$ cat src/rx_flags_cfg.svh
// holds bit positions and reset values of the receive-queue status flags
// assumes inclusion by bare name from the package and the top module
`ifndef RX_FLAGS_CFG_SVH
`define RX_FLAGS_CFG_SVH
`define RESP_LASTQ_BIT 13
`define REQ_LASTQ_BIT 12
`define RESP_RDERR_BIT 11
`define FLAG_RESET_VAL 1'b0
`define SEL_RESP 1'b0
`define SEL_REQ 1'b1
`endif

$ cat src/rx_flags_pkg.sv
// holds the types shared by the receive-queue flag block
// assumes rx_flags_cfg.svh is on the include path
`include "rx_flags_cfg.svh"
package rx_flags_pkg;
    typedef enum logic [1:0] {
        ERR_CLEAR = 2'b01,
        ERR_BLOCKED = 2'b10
    } err_state_t;
    typedef logic [15:0] status_bits_t;
endpackage : rx_flags_pkg

$ cat src/err_flag_if.sv
// holds the interface joining the top module to its error flag tracker
// assumes a single clock domain
`timescale 1ns/10ps
interface err_flag_if;
    logic set_event;
    logic clear_write;
    logic flag;
    modport owner (input set_event, input clear_write, output flag);
    modport user (output set_event, output clear_write, input flag);
endinterface : err_flag_if

$ cat src/rx_queue_status_flags.sv
// holds the three receive-queue status flags of the link interrupt register
// assumes host reads and writes are one-cycle strobes synchronous to clk
`timescale 1ns/10ps
`include "rx_flags_cfg.svh"
module rx_queue_status_flags (
    input wire logic clk,
    input wire logic rst,
    input wire logic resp_head_valid,
    input wire logic resp_head_last,
    input wire logic req_head_valid,
    input wire logic req_head_last,
    input wire logic resp_read_req,
    input wire logic req_read_req,
    input wire logic resp_xfer_error,
    input wire logic bus_reset,
    input wire logic status_write,
    input wire rx_flags_pkg::status_bits_t status_wdata,
    output logic resp_read_grant,
    output logic req_read_grant,
    output logic resp_queue_last_quadlet_flag,
    output logic req_queue_last_quadlet_flag,
    output logic resp_queue_read_error_flag,
    output rx_flags_pkg::status_bits_t status_rdata
);
    import rx_flags_pkg::*;
    err_flag_if ef ();
    logic resp_last_reg;
    logic resp_last_next;
    logic req_last_reg;
    logic req_last_next;
    status_bits_t rdata_reg;
    status_bits_t rdata_next;

    // ==========================================
    // error flag and read blocking
    assign ef.set_event = resp_xfer_error || bus_reset;
    assign ef.clear_write = status_write && status_wdata[`RESP_RDERR_BIT];
    resp_err_tracker u_err (
        .clk(clk),
        .rst(rst),
        .ef(ef)
    );
    assign resp_read_grant = resp_read_req && resp_head_valid && !ef.flag;
    assign req_read_grant = req_read_req && req_head_valid;

    // ==========================================
    // last-quadlet flags follow the head one cycle late, drop the cycle after the head is read
    always_comb begin
        resp_last_next = resp_head_valid && resp_head_last && !resp_read_grant;
        req_last_next = req_head_valid && req_head_last && !req_read_grant;
        rdata_next = '0;
        rdata_next[`RESP_LASTQ_BIT] = resp_last_next;
        rdata_next[`REQ_LASTQ_BIT] = req_last_next;
        rdata_next[`RESP_RDERR_BIT] = ef.set_event || (ef.flag && !ef.clear_write);
    end

    always_ff @(posedge clk) begin
        if (rst) begin
            resp_last_reg <= `FLAG_RESET_VAL;
            req_last_reg <= `FLAG_RESET_VAL;
            rdata_reg <= '0;
        end else begin
            resp_last_reg <= resp_last_next;
            req_last_reg <= req_last_next;
            rdata_reg <= rdata_next;
        end
    end

    assign resp_queue_last_quadlet_flag = resp_last_reg;
    assign req_queue_last_quadlet_flag = req_last_reg;
    assign resp_queue_read_error_flag = ef.flag;
    assign status_rdata = rdata_reg;

    // ==========================================
    // assertions
    a_resp_last_track: assert property (@(posedge clk) disable iff (rst)
        (resp_head_valid && resp_head_last && !resp_read_grant)
        |=> resp_queue_last_quadlet_flag) else $error("resp last flag missing");
    a_req_last_track: assert property (@(posedge clk) disable iff (rst)
        (req_head_valid && req_head_last && !req_read_grant)
        |=> req_queue_last_quadlet_flag) else $error("req last flag missing");
    a_resp_read_clears: assert property (@(posedge clk) disable iff (rst)
        resp_read_grant |=> !resp_queue_last_quadlet_flag)
        else $error("resp last flag not cleared by read");
    a_req_read_clears: assert property (@(posedge clk) disable iff (rst)
        req_read_grant |=> !req_queue_last_quadlet_flag)
        else $error("req last flag not cleared by read");
    a_resp_read_block: assert property (@(posedge clk) disable iff (rst)
        resp_queue_read_error_flag |-> !resp_read_grant)
        else $error("read granted while blocked");
    a_err_on_busreset: assert property (@(posedge clk) disable iff (rst)
        bus_reset |=> resp_queue_read_error_flag && status_rdata[`RESP_RDERR_BIT])
        else $error("bus reset did not set error");
    a_zero_write_ignored: assert property (@(posedge clk) disable iff (rst)
        (resp_queue_read_error_flag && status_write && !status_wdata[`RESP_RDERR_BIT])
        |=> resp_queue_read_error_flag) else $error("zero write cleared error");
    a_unblock_after_clear: assert property (@(posedge clk) disable iff (rst)
        (resp_queue_read_error_flag && ef.clear_write && !ef.set_event)
        ##1 (resp_read_req && resp_head_valid) |-> resp_read_grant)
        else $error("queue still blocked after clear");
    c_resp_last_read: cover property (@(posedge clk) disable iff (rst)
        resp_queue_last_quadlet_flag ##1 resp_read_grant);
    c_error_cleared: cover property (@(posedge clk) disable iff (rst)
        resp_queue_read_error_flag ##1 ef.clear_write ##1 !resp_queue_read_error_flag);
    c_blocked_read: cover property (@(posedge clk) disable iff (rst)
        resp_queue_read_error_flag && resp_read_req);
endmodule : rx_queue_status_flags

$ cat src/resp_err_tracker.sv
// holds the response-queue error flag state machine
// assumes synchronous active-high reset on clk
`timescale 1ns/10ps
module resp_err_tracker (
    input wire logic clk,
    input wire logic rst,
    err_flag_if.owner ef
);
    import rx_flags_pkg::*;
    err_state_t state_reg;
    err_state_t state_next;

    // ==========================================
    // next state
    always_comb begin
        state_next = state_reg;
        unique case (state_reg)
            ERR_CLEAR: begin
                if (ef.set_event) begin
                    state_next = ERR_BLOCKED;
                end
            end
            ERR_BLOCKED: begin
                if (ef.clear_write && !ef.set_event) begin
                    state_next = ERR_CLEAR;
                end
            end
            default: state_next = ERR_CLEAR;
        endcase
    end

    always_ff @(posedge clk) begin
        if (rst) begin
            state_reg <= ERR_CLEAR;
        end else begin
            state_reg <= state_next;
        end
    end

    assign ef.flag = (state_reg == ERR_BLOCKED);

    // ==========================================
    // assertions
    a_err_set_sticky: assert property (@(posedge clk) disable iff (rst)
        ef.set_event |=> ef.flag) else $error("error flag not set");
    a_err_clear_w1c: assert property (@(posedge clk) disable iff (rst)
        (ef.flag && ef.clear_write && !ef.set_event) |=> !ef.flag)
        else $error("error flag not cleared");
    a_err_hold: assert property (@(posedge clk) disable iff (rst)
        (ef.flag && !ef.clear_write) |=> ef.flag) else $error("error flag dropped");
endmodule : resp_err_tracker

$ cat config.mk
export PLATFORM = sky130hd
export DESIGN_NAME = rx_queue_status_flags
export DESIGN_NICKNAME = d
export VERILOG_FILES = /design/src/rx_flags_pkg.sv /design/src/err_flag_if.sv /design/src/rx_queue_status_flags.sv /design/src/resp_err_tracker.sv
export VERILOG_INCLUDE_DIRS = /design/src
export SDC_FILE = /design/constraint.sdc
export NUM_CORES = 1
export LEC_CHECK = 0
export BUFFER_PORTS_ARGS = -buffer_cell sky130_fd_sc_hd__buf_2
export CAP_MARGIN = 20
export CORE_AREA = 2 2 39 41
export DETAILED_ROUTE_END_ITERATION = 12
export DIE_AREA = 0 0 41 43
export GPL_TIMING_DRIVEN = 0
export PLACE_DENSITY = 0.68
export SLEW_MARGIN = 20
export SYNTH_ARGS = -nofsm -noshare
export SYNTH_HDL_FRONTEND = slang
export SYNTH_SLANG_ARGS = --single-unit
$ cat constraint.sdc
create_clock -name clk -period 1.8 [get_ports clk]
set_input_delay 0.18 -clock clk [delete_from_list [all_inputs] [get_ports clk]]
set_output_delay 0.18 -clock clk [all_outputs]
set_load 0.05 [all_outputs]
* Yosys cells after proc, flatten, opt, wreduce, memory -nomap -nowiden *
Index checks and enable logic that the tools add are counted.

word-level totals
  input bits = 27
  output and inout bits = 21
  register bits after elaboration = 20
  word-level logic and storage cells = 30

cells by class
  equal/unequal tests = 4
  reductions and logical operators = 18
  mux-type cells = 3

operators with widths
  cell                  number
  $logic_and A1 B1 Y1   10
  $logic_not A1 Y1      5
  $mux W2               2
  $pmux W2 S2           1
  $eq A2 B1 Y1 const B  1
  $eq A2 B2 Y1 const B  1
  $logic_or A1 B1 Y1    2
  $ne A2 B1 Y1 const B  1
  $ne A2 B2 Y1 const B  1
  $reduce_and A2 Y1     1

* Depth between registers and ports, before layout *
Gate-level depths: netlist (run 1).

  depth after elaboration = 5
  mapped depth = 4
  gate-level depth less buffers = 4

* By module *
From an unflattened synthesis (run 1), not the netlist that was laid out.

second synthesis, totals
  cell total of the unflattened synthesis = 38
  area total of the unflattened synthesis = 336.6 um2

modules (own cells, without submodules)
  module                 area an instance (um2)  cells each  times used
  rx_queue_status_flags  250.2                   30          1
  resp_err_tracker       86.3                    8           1

* Worst setup path before layout (run 1) *
No wires, ideal clock.

  path type = reg-to-output
  start point = register rdata_reg[12], in the netlist status_rdata[12]
  end point = output status_rdata[12]
  arrival = 0.894 ns
  stages on the path, launching flop included = 2
  path slack = 0.726 ns
  required time = 1.620 ns
  cell sequence = dfxtp_1 buf_4

RTL lines
  what                      RTL line                     RTL
  start: declaration        rx_queue_status_flags.sv:31  status_bits_t rdata_reg;
  start signal: assignment  rx_queue_status_flags.sv:65  rdata_reg <= rdata_next;
  end: declaration          rx_queue_status_flags.sv:23  output rx_flags_pkg::status_bits_t status_rdata

No word-level cell between the ends.

* Worst setup path in the final report (run 1) *
  start point = register u_err.state_reg[0]
  end point = output resp_read_grant

between the ends
  cells in the longest elaborated chain, start to end = 3

RTL lines
  what                      RTL line                     RTL
  start: declaration        resp_err_tracker.sv:10       err_state_t state_reg;
  start signal: assignment  resp_err_tracker.sv:36       state_reg <= state_next;
  $eq A2 B2 Y1              resp_err_tracker.sv:40       assign ef.flag = (state_reg == ERR_BLOCKED);
  $logic_not A1 Y1          rx_queue_status_flags.sv:43  assign resp_read_grant = resp_read_req && resp_head_valid && !ef.flag;
  $logic_and A1 B1 Y1       rx_queue_status_flags.sv:43
  end: declaration          rx_queue_status_flags.sv:18  output logic resp_read_grant,

Every way passes these cells.

==> results of run 1 <==
## cells by family (layout without fill, tap and decap cells)
logic type             count (synthesis)  after routing
DFF                                    5              5
other                                  1             13
AOI/OAI and AO/OA                      5              5
and+or+nand+nor                       10             10
buffers and inverters                 16             39
## cell usage in the layout (no fill, tap or decap)
cell	synthesis	layout
buf_2	0	19
buf_4	15	15
a21oi_1	1	1
a31oi_1	1	1
conb_1	1	13
a211oi_1	1	1
nor2_2	1	1
and3_2	1	1
nand2b_4	1	1
clkbuf_4	0	3
clkbuf_1	0	1
nor3_1	1	1
and2_1	1	1
nand2_1	4	4
o21ba_1	1	1
o21bai_1	1	1
inv_1	1	1
nor3b_1	1	1
dfxtp_1	5	5
## synthesized netlist by cell type, drive strengths merged
cell    instances  area share (%)
nor2            1             2.0
buf            15              35
o21ba           1             3.1
nand2b          1             4.3
a21oi           1             1.6
a211oi          1             2.4
o21bai          1             2.4
nand2           4             4.7
and3            1             2.4
dfxtp           5              31
nor3            1             1.6
inv             1             1.2
and2            1             2.0
conb            1             1.2
a31oi           1             2.0
nor3b           1             2.4
## power groups by stage
stage,clock network (W),logic [W],registers [W]
final,0.000124,0.000154,0.000124
after floorplan,0,0.000120,0.000136
after detailed placement,0,0.000154,0.000126
after CTS,0.000130,0.000154,0.000124
after global routing,0.000142,0.000162,0.000125
after global placement,0,0.000152,0.000126
## layout make-up
| class | instances | area (µm²) |
|---|---|---|
| Buffer | 15 | 113 |
| Clock buffer | 4 | 26.3 |
| Fill cell | 155 | 880 |
| Inverter | 1 | 3.75 |
| Multi-Input combinational cell | 28 | 146 |
| Sequential cell | 5 | 100 |
| Tap cell | 16 | 20.0 |
| Timing Repair Buffer | 19 | 95.1 |
## stage by stage
step	instance area [µm²]	hold WS [ps]	power, W	utilization (%)	worst slack (ps)
floorplan	363	249	0.000256	-	726
global placement	478	352	0.000278	34.5	780
detailed placement	478	354	0.000279	34.5	761
CTS	504	103	0.000408	36.4	508
global route	504	97.3	0.000429	36.4	473
finish	504	112	0.000402	36.4	521
## path summary, 6_finish.rpt
kind / startpoint / endpoint / slack (ps)
setup / recovery: u_err.state_reg[0] / resp_read_grant / 520
hold / removal: req_read_req / status_rdata[12] / 110
setup reg to reg: u_err.state_reg[1] / u_err.state_reg[0] / 950
hold reg to reg: u_err.state_reg[1] / resp_queue_last_quadlet_flag / 530
## layer usage
metal,routed length (µm),global-route usage (%)
met4,0,6.00
met3,95,3.14
met1,189,2.25
met2,269,10.3
met5,0,0
==> impl_metrics.ini, run 1 <==
[hold_path]
min-delay-path-class = in2reg
min_path_cells = 2

[synthesis]
synth_compound_area_share_pct = 11.4
synthAdderAreaFrac_pct = 0
ys_warn_count = 0
yosysSeqAreaShare_pct = 31.5
syn_area_per_cell_um2 = 8.59
synthCells = 37
netlist_area_um2 = 318
synth_top_family_by_area = buffers and inverters
synth_seq_cells = 5
synthDistinctLibCells = 16
synthXorXnorAreaFrac_pct = 0
synth-simple-area-share_pct = 19.3
synthMuxAreaShare_pct = 0

[global_route]
grt_pass1_wl_um = 614
gr-total-overflow = 0
grt.total_usage_pct = 5.52
grt_pass1_vias = 203
grt_max_degree = 6
antenna_found_initial = 0

[drt]
antenna_left = 0
viasPerCell = 3.38
drt_iter0_drc = 0
dr.pass1.iters = 1
route.detailed.drc = 0
wl_per_cell_um = 6.31
wirelength_um = 555
vias = 297

[placement]
io_buffer_count = 19
gp_congestion = 0.428
dp_cells = 84
dp_hpwl_um = 487

[timing]
rsz0062_at_grt = no
clock.fmax_mhz = 782
skew_ps = 0.348
min_period_over_period_pct = 71.0
setup_viol = 0
setup_tns_ps = 0
finalHoldViolations = 0
drv_slew = 0
fin_crit_ps = 1280

[outcome]
status = finished clean

[layout]
n_antenna_cell = 0
fin_nets = 100
syn2layout_area_growth_pct = 58.7
drive_gt1_share_pct = 55.6
layout.cells.non_filler = 88

[die]
die_h_um = 43
core_area_um2 = 1380
rows = 14
die_width_um = 41
die_area_um2 = 1760
start_util_pct = 23.0
io_pins = 48

[setup_path]
cp.depth = 3
end_kind = output port
cpPeakStageDelay_ps = 310
ff2ff_path_depth = 3
crit_family = flip-flops
critPathKind = reg2out
crit_buf_inv = 1
cp-start-kind = register
cp_cell_sequence = nand2b_4 -> and3_2 -> buf_2
slowest_stage = dfxtp_1
critPathRequiredTime_ps = 1620
arrival_ps = 1100
cp_max_fo = 4

[cts]
htree_num_levels = 1
numCtsBuffers = 3
insertion_delay_ps = 230
post_cts_buffers = 0
cts_sinks = 5
clk_pin_slew_ps = 40
cts_hold_buffers = 0
post_cts_resized = 0
ctsLongestPathBuffers = 2
cts_root_buf = clkbuf_4
cts_tree = done

[power_and_ir_drop]
power.share.sequential_pct = 30.9
p_int_w = 0.000250
combPwrFrac_pct = 38.4
p_sw_share_pct = 37.8
leakagePower_nw = 0.321
pwr-share-clk_pct = 30.8
power_density_nw_per_um2 = 797
switchingPower_w = 0.000152
max-vdd-ir-drop_uv = 175

[run]
cap_violations = 0
No activity file was read; power rests on OpenSTA's default activity.
==> run 2, diff against run 1 <==
--- a/config.mk
+++ b/config.mk
@@ -8,11 +8,11 @@
 export LEC_CHECK = 0
 export BUFFER_PORTS_ARGS = -buffer_cell sky130_fd_sc_hd__buf_2
 export CAP_MARGIN = 20
-export CORE_AREA = 2 2 39 41
+export CORE_MARGIN = 2
+export CORE_UTILIZATION = 24
 export DETAILED_ROUTE_END_ITERATION = 12
-export DIE_AREA = 0 0 41 43
 export GPL_TIMING_DRIVEN = 0
-export PLACE_DENSITY = 0.68
+export PLACE_DENSITY = 0.71
 export SLEW_MARGIN = 20
 export SYNTH_ARGS = -nofsm -noshare
 export SYNTH_HDL_FRONTEND = slang
==> constraint.sdc (replaced) <==
create_clock -name clk -period 1.15 [get_ports clk]
set_input_delay 0.115 -clock clk [delete_from_list [all_inputs] [get_ports clk]]
set_output_delay 0.115 -clock clk [all_outputs]
set_load 0.05 [all_outputs]
==> run 2 against run 1 <==
Compared with the run above: wire length is 11% higher; power is 61% higher; sequential share of layout area is 0.38 points lower; utilization increased by 4.6 points; first-iteration DRC count grew 6; die area decreased by 7.5%; critical path type unchanged; largest cell class unchanged; highest routed layer unchanged.
==> impl_metrics.ini, run 2 (synthesis gave the netlist of run 1 again) <==
[outcome]
status = finished clean

[power_and_ir_drop]
leakagePower_nw = 0.322
total_power_w = 0.000647
power_density_nw_per_um2 = 1240
max-vdd-ir-drop_uv = 331

[layout]
syn2layout_area_growth_pct = 63.8
final_cell_mix = buf_2 (17), buf_4 (15), conb_1 (13)
drive_gt1_share_pct = 56.9
fin_area_um2 = 520
final_common_cell = buf_2
final_util_pct = 41.0
fin_nets = 100
n_antenna_cell = 0

[timing]
drv_slew = 0
skew_ps = 0.784
fin_crit_ps = 1110
setup_viol = 0
setup_tns_ps = 0
whs_ps = 41.7
rsz0062_at_grt = no
min_period_over_period_pct = 96.3
clock.fmax_mhz = 903
finalHoldViolations = 0

[drt]
wl_per_cell_um = 7.07
viasPerCell = 3.52
antenna_left = 0
wirelength_um = 615
route.detailed.drc = 0
dr.pass1.iters = 3
vias = 306
drt_iter0_drc = 6

[hold_path]
min-delay-path-class = in2reg
min_to = status_rdata[12]
min_path_cells = 2
min_from = req_read_req

[global_route]
grt_max_degree = 6
antenna_found_initial = 0
grt_pass1_wl_um = 724
grt_pass1_vias = 207
grt.total_usage_pct = 7.38
gr-total-overflow = 0

[cts]
htree_num_levels = 1
insertion_delay_ps = 240
clk_pin_slew_ps = 40
cts_sinks = 5
numCtsBuffers = 3
post_cts_buffers = 0
ctsLongestPathBuffers = 2
cts_hold_buffers = 0
cts_tree = done
cts_root_buf = clkbuf_4

[setup_path]
ff2ff_path_depth = 3
cp-start-kind = register
arrival_ps = 990
timing.rr.start = u_err.state_reg[0]
critPathRequiredTime_ps = 1030
cp_max_fo = 4
critPathKind = reg2out
end_kind = output port
ff2ff_setup_slack_ps = 310
reg2reg_to = u_err.state_reg[0]

[placement]
placed_area_um2 = 477
io_buffer_count = 19
gp_congestion = 0.505

[die]
die_area_um2 = 1630
rows = 13
die_h_um = 40.4
io_pins = 48
core_area_um2 = 1270
die_width_um = 40.4
start_util_pct = 25.0

[run]
cap_violations = 0
-- run 2: cell types whose count changed in the layout (fill, tap and decap cells not counted), sizes merged --
cell / before / now
buf: 34 / 33
clkbuf: 4 / 5
-- run 2: how the worst max path moves through the flow --
stage,start,endpoint,slack (ps)
4_1_cts,u_err.state_reg[0],resp_read_grant,6
2_1_floorplan,u_err.state_reg[0],status_rdata[11],120
6_report,u_err.state_reg[0],resp_read_grant,40
3_3_place_gp,u_err.state_reg[0],resp_read_grant,190
3_5_place_dp,u_err.state_reg[0],resp_read_grant,180
5_1_grt,u_err.state_reg[0],resp_read_grant,9
-- run 2: through the flow --
stage / instances / worst slack [ps]
3_5_place_dp: 83 / 180
4_1_cts: 87 / 6.16
6_report: 87 / 42.4
5_1_grt: 87 / 8.62
2_1_floorplan: 49 / 119
3_3_place_gp: 83 / 194
-- run 2: power breakdown --
group          total (W)  leakage [nW]  internal [W]  switching [W]
sequential      0.000195        0.0411      0.000188     0.00000708
combinational   0.000249         0.266     0.0000800       0.000169
clock           0.000203        0.0150      0.000131      0.0000714
-- run 2: area by class of cell --
type / instances / area, µm²
Buffer: 15 / 113
Clock buffer: 4 / 26.3
Fill cell: 146 / 748
Inverter: 1 / 3.75
Multi-Input combinational cell: 28 / 150
Sequential cell: 5 / 101
Tap cell: 15 / 18.8
Timing Repair Buffer: 19 / 108
-- run 2: metal layers --
| layer | track usage, % | vias up | routed length [µm] |
|---|---|---|---|
| met4 | 10.0 | 0 | 0 |
| li1 | - | 161 | - |
| met1 | 6.23 | 122 | 211 |
| met3 | 2.22 | 0 | 103 |
| met5 | 0 | - | 0 |
| met2 | 11.9 | 23 | 300 |
-- run 2: critical path, cell delays in order, from the launching register on --
cell	delay, ps
dfxtp_2	310
nand2b_4	130
and3_4	180
buf_8	140
-- run 2: repair_timing --
action                     4_1_cts  5_1_grt
setup endpoints to repair        1        2
gates resized for setup          4        2
pin swaps                        0        1
==> run 3, diff against run 2 <==
--- a/config.mk
+++ b/config.mk
@@ -6,13 +6,15 @@
 export SDC_FILE = /design/constraint.sdc
 export NUM_CORES = 1
 export LEC_CHECK = 0
+export ABC_AREA = 1
 export BUFFER_PORTS_ARGS = -buffer_cell sky130_fd_sc_hd__buf_2
 export CAP_MARGIN = 20
-export CORE_MARGIN = 2
-export CORE_UTILIZATION = 24
+export CORE_MARGIN = 3
+export CORE_UTILIZATION = 26
 export DETAILED_ROUTE_END_ITERATION = 12
 export GPL_TIMING_DRIVEN = 0
-export PLACE_DENSITY = 0.71
+export PLACE_DENSITY = 0.73
+export RECOVER_POWER = 100
 export SLEW_MARGIN = 20
 export SYNTH_ARGS = -nofsm -noshare
 export SYNTH_HDL_FRONTEND = slang
==> run 3 against run 2 <==
Compared with the run above: wire length increased by 20%; global-route usage increased by 1.0 points; non-clock buffer count increased by 2; first-iteration DRC count decreased by 17%; clock skew about the same; register-to-register slack about the same; synthesized cell count increased by 35%; final area increased by 6.7%; critical path depth increased by 3; sequential power increased by 6%.
==> impl_metrics.ini, run 3 <==
[timing]
clock.fmax_mhz = 914
rsz0062_at_grt = yes
min_period_over_period_pct = 95.2
setup_viol = 0
finalHoldViolations = 0
max_slew_margin_pct = 61.1
setup_tns_ps = 0
fin_crit_ps = 1090
skew_ps = 0.537
whs_ps = 48.3
drv_slew = 0
worst_slew_pin_slew_ps = 585

[synthesis]
yosysSeqAreaShare_pct = 28.6
synth_top_area_share_pct = 32.1
syn_area_per_cell_um2 = 7.01
async_reset_ff_share_pct = 0
synth_most_common_cell = buf_4
synthTopCellsByArea = buf_4 (32%), dfxtp_1 (29%), inv_1 (9.6%)
synthCells = 50
ys.flop_type = dfxtp_1
synth_edf_count = 0
yosysTopAreaCell = buf_4
synth_seq_cells = 5
synthTopCellsByCount = buf_4 (15), inv_1 (9), nand2_1 (9)
netlist_area_um2 = 350
synthDistinctLibCells = 13
ys_warn_count = 0

[cts]
numCtsBuffers = 3
cts_sinks = 5
insertion_delay_ps = 240
cts_hold_buffers = 0
htree_num_levels = 1
cts_root_buf = clkbuf_4
ctsLongestPathBuffers = 2
cts_tree = done
clk_pin_slew_ps = 50

[hold_path]
min-delay-path-class = in2reg
min_from = req_read_req

[layout]
final_util_pct = 46.8
final_common_cell = buf_4
syn2layout_area_growth_pct = 58.6
n_antenna_cell = 0
fin_nets = 115
drive_gt1_share_pct = 55.2
final_cell_mix = buf_4 (17), buf_2 (16), conb_1 (13)

[drt]
wirelength_um = 735
viasPerCell = 3.56
drt_iter0_drc = 5
vias = 360
wl_per_cell_um = 7.28
route.detailed.drc = 0
dr.pass1.iters = 4
antenna_left = 0

[placement]
gp_congestion = 0.592
io_buffer_count = 19
dp_hpwl_um = 618

[setup_path]
timing.rr.start = u_err.state_reg[1]
worst_path_most_repeated_cell = inv_2
critPathKind = reg2out
cp_max_fo = 3
slowest_stage = dfxtp_2
arrival_ps = 980
cpPeakStageDelay_ps = 330
cp_cell_sequence = inv_2 -> nor2_4 -> inv_2 -> nand3_2 -> inv_2 -> buf_6
critPathRequiredTime_ps = 1030
crit_start = u_err.state_reg[1]
end_kind = output port
cp-start-kind = register

[die]
rows = 12
io_pins = 48
start_util_pct = 29.5
die_area_um2 = 1820
die_width_um = 42.7
core_area_um2 = 1190
die_h_um = 42.7

[global_route]
grt.total_usage_pct = 8.41
grt_pass1_wl_um = 1140
grt_max_degree = 5
gr-total-overflow = 0
antenna_found_initial = 0
grt_pass1_vias = 316

[power_and_ir_drop]
total_power_w = 0.000712
leakagePower_nw = 0.365
max-vdd-ir-drop_uv = 666
power_density_nw_per_um2 = 1280

[outcome]
status = finished clean

[run]
cap_violations = 0
## run 3: cell count changes in the layout (fill, tap and decap cells not counted), moves of 2 or more
| cell | previous run | this run |
|---|---|---|
| clkbuf_1 | 1 | 3 |
| buf_4 | 15 | 17 |
| inv_2 | 0 | 4 |
| inv_1 | 1 | 6 |
| nand2_2 | 0 | 2 |
| nand2_1 | 4 | 9 |
| nor2_1 | 0 | 2 |
## run 3: final timing paths
kind | endpoint | slack (ps) | depth (start not counted)
max reg2reg | u_err.state_reg[0] | 300 | 6
min reg2reg | u_err.state_reg[1] | 580 | 4
max | resp_read_grant | 60 | 6
min | status_rdata[12] | 50 | 2
## run 3: critical path: cells and delay by family, from the launching register on
family        cells  cell delay [ps]
flops             1              330
buf+inv           4              260
simple gates      2              150
## run 3: power breakdown
group          switching (W)  total, W  internal [W]  leakage, nW
Combinational       0.000207  0.000299     0.0000925        0.308
Clock              0.0000754  0.000207      0.000131       0.0150
Sequential         0.0000124  0.000206      0.000194       0.0414
## run 3: logic make-up after synthesis
| kind of cell | count (synthesis) | share of synthesized area [%] |
|---|---|---|
| buffers and inverters | 25 | 42.9 |
| AND/OR/NAND/NOR | 17 | 24.6 |
| flip-flops | 5 | 28.6 |
| AO/OA/AOI/OAI | 2 | 2.86 |
| other | 1 | 1.07 |
## run 3: area by class of cell
| type | instances | area [µm²] |
|---|---|---|
| plain buffers | 15 | 113 |
| well taps | 14 | 17.5 |
| flip-flops and latches | 5 | 103 |
| clock buffers | 4 | 26.3 |
| fillers | 117 | 631 |
| inverters | 10 | 37.5 |
| multi-input cells | 32 | 145 |
| repair buffers | 21 | 114 |
## run 3: through the flow
stage	area [µm²]	setup slack (ps)	instances
2_1_floorplan	395	2.30	62
3_3_place_gp	508	189	95
3_5_place_dp	508	164	95
4_1_cts	557	11.2	101
5_1_grt	556	-7.83	101
6_report	556	55.4	101
## run 3: metal layers
layer	track usage [%]	wire (µm)	vias to the layer above
li1	-	-	191
met1	7.65	274	141
met2	14.7	363	26
met3	6.36	91	2
met4	1.86	6	0
met5	0	0	-
## run 3: timing repair
action                                  CTS  global route
resized for setup                         5             2
endpoints found under the setup margin    2             2
pin swaps                                 1             1
setup buffers                             2             0
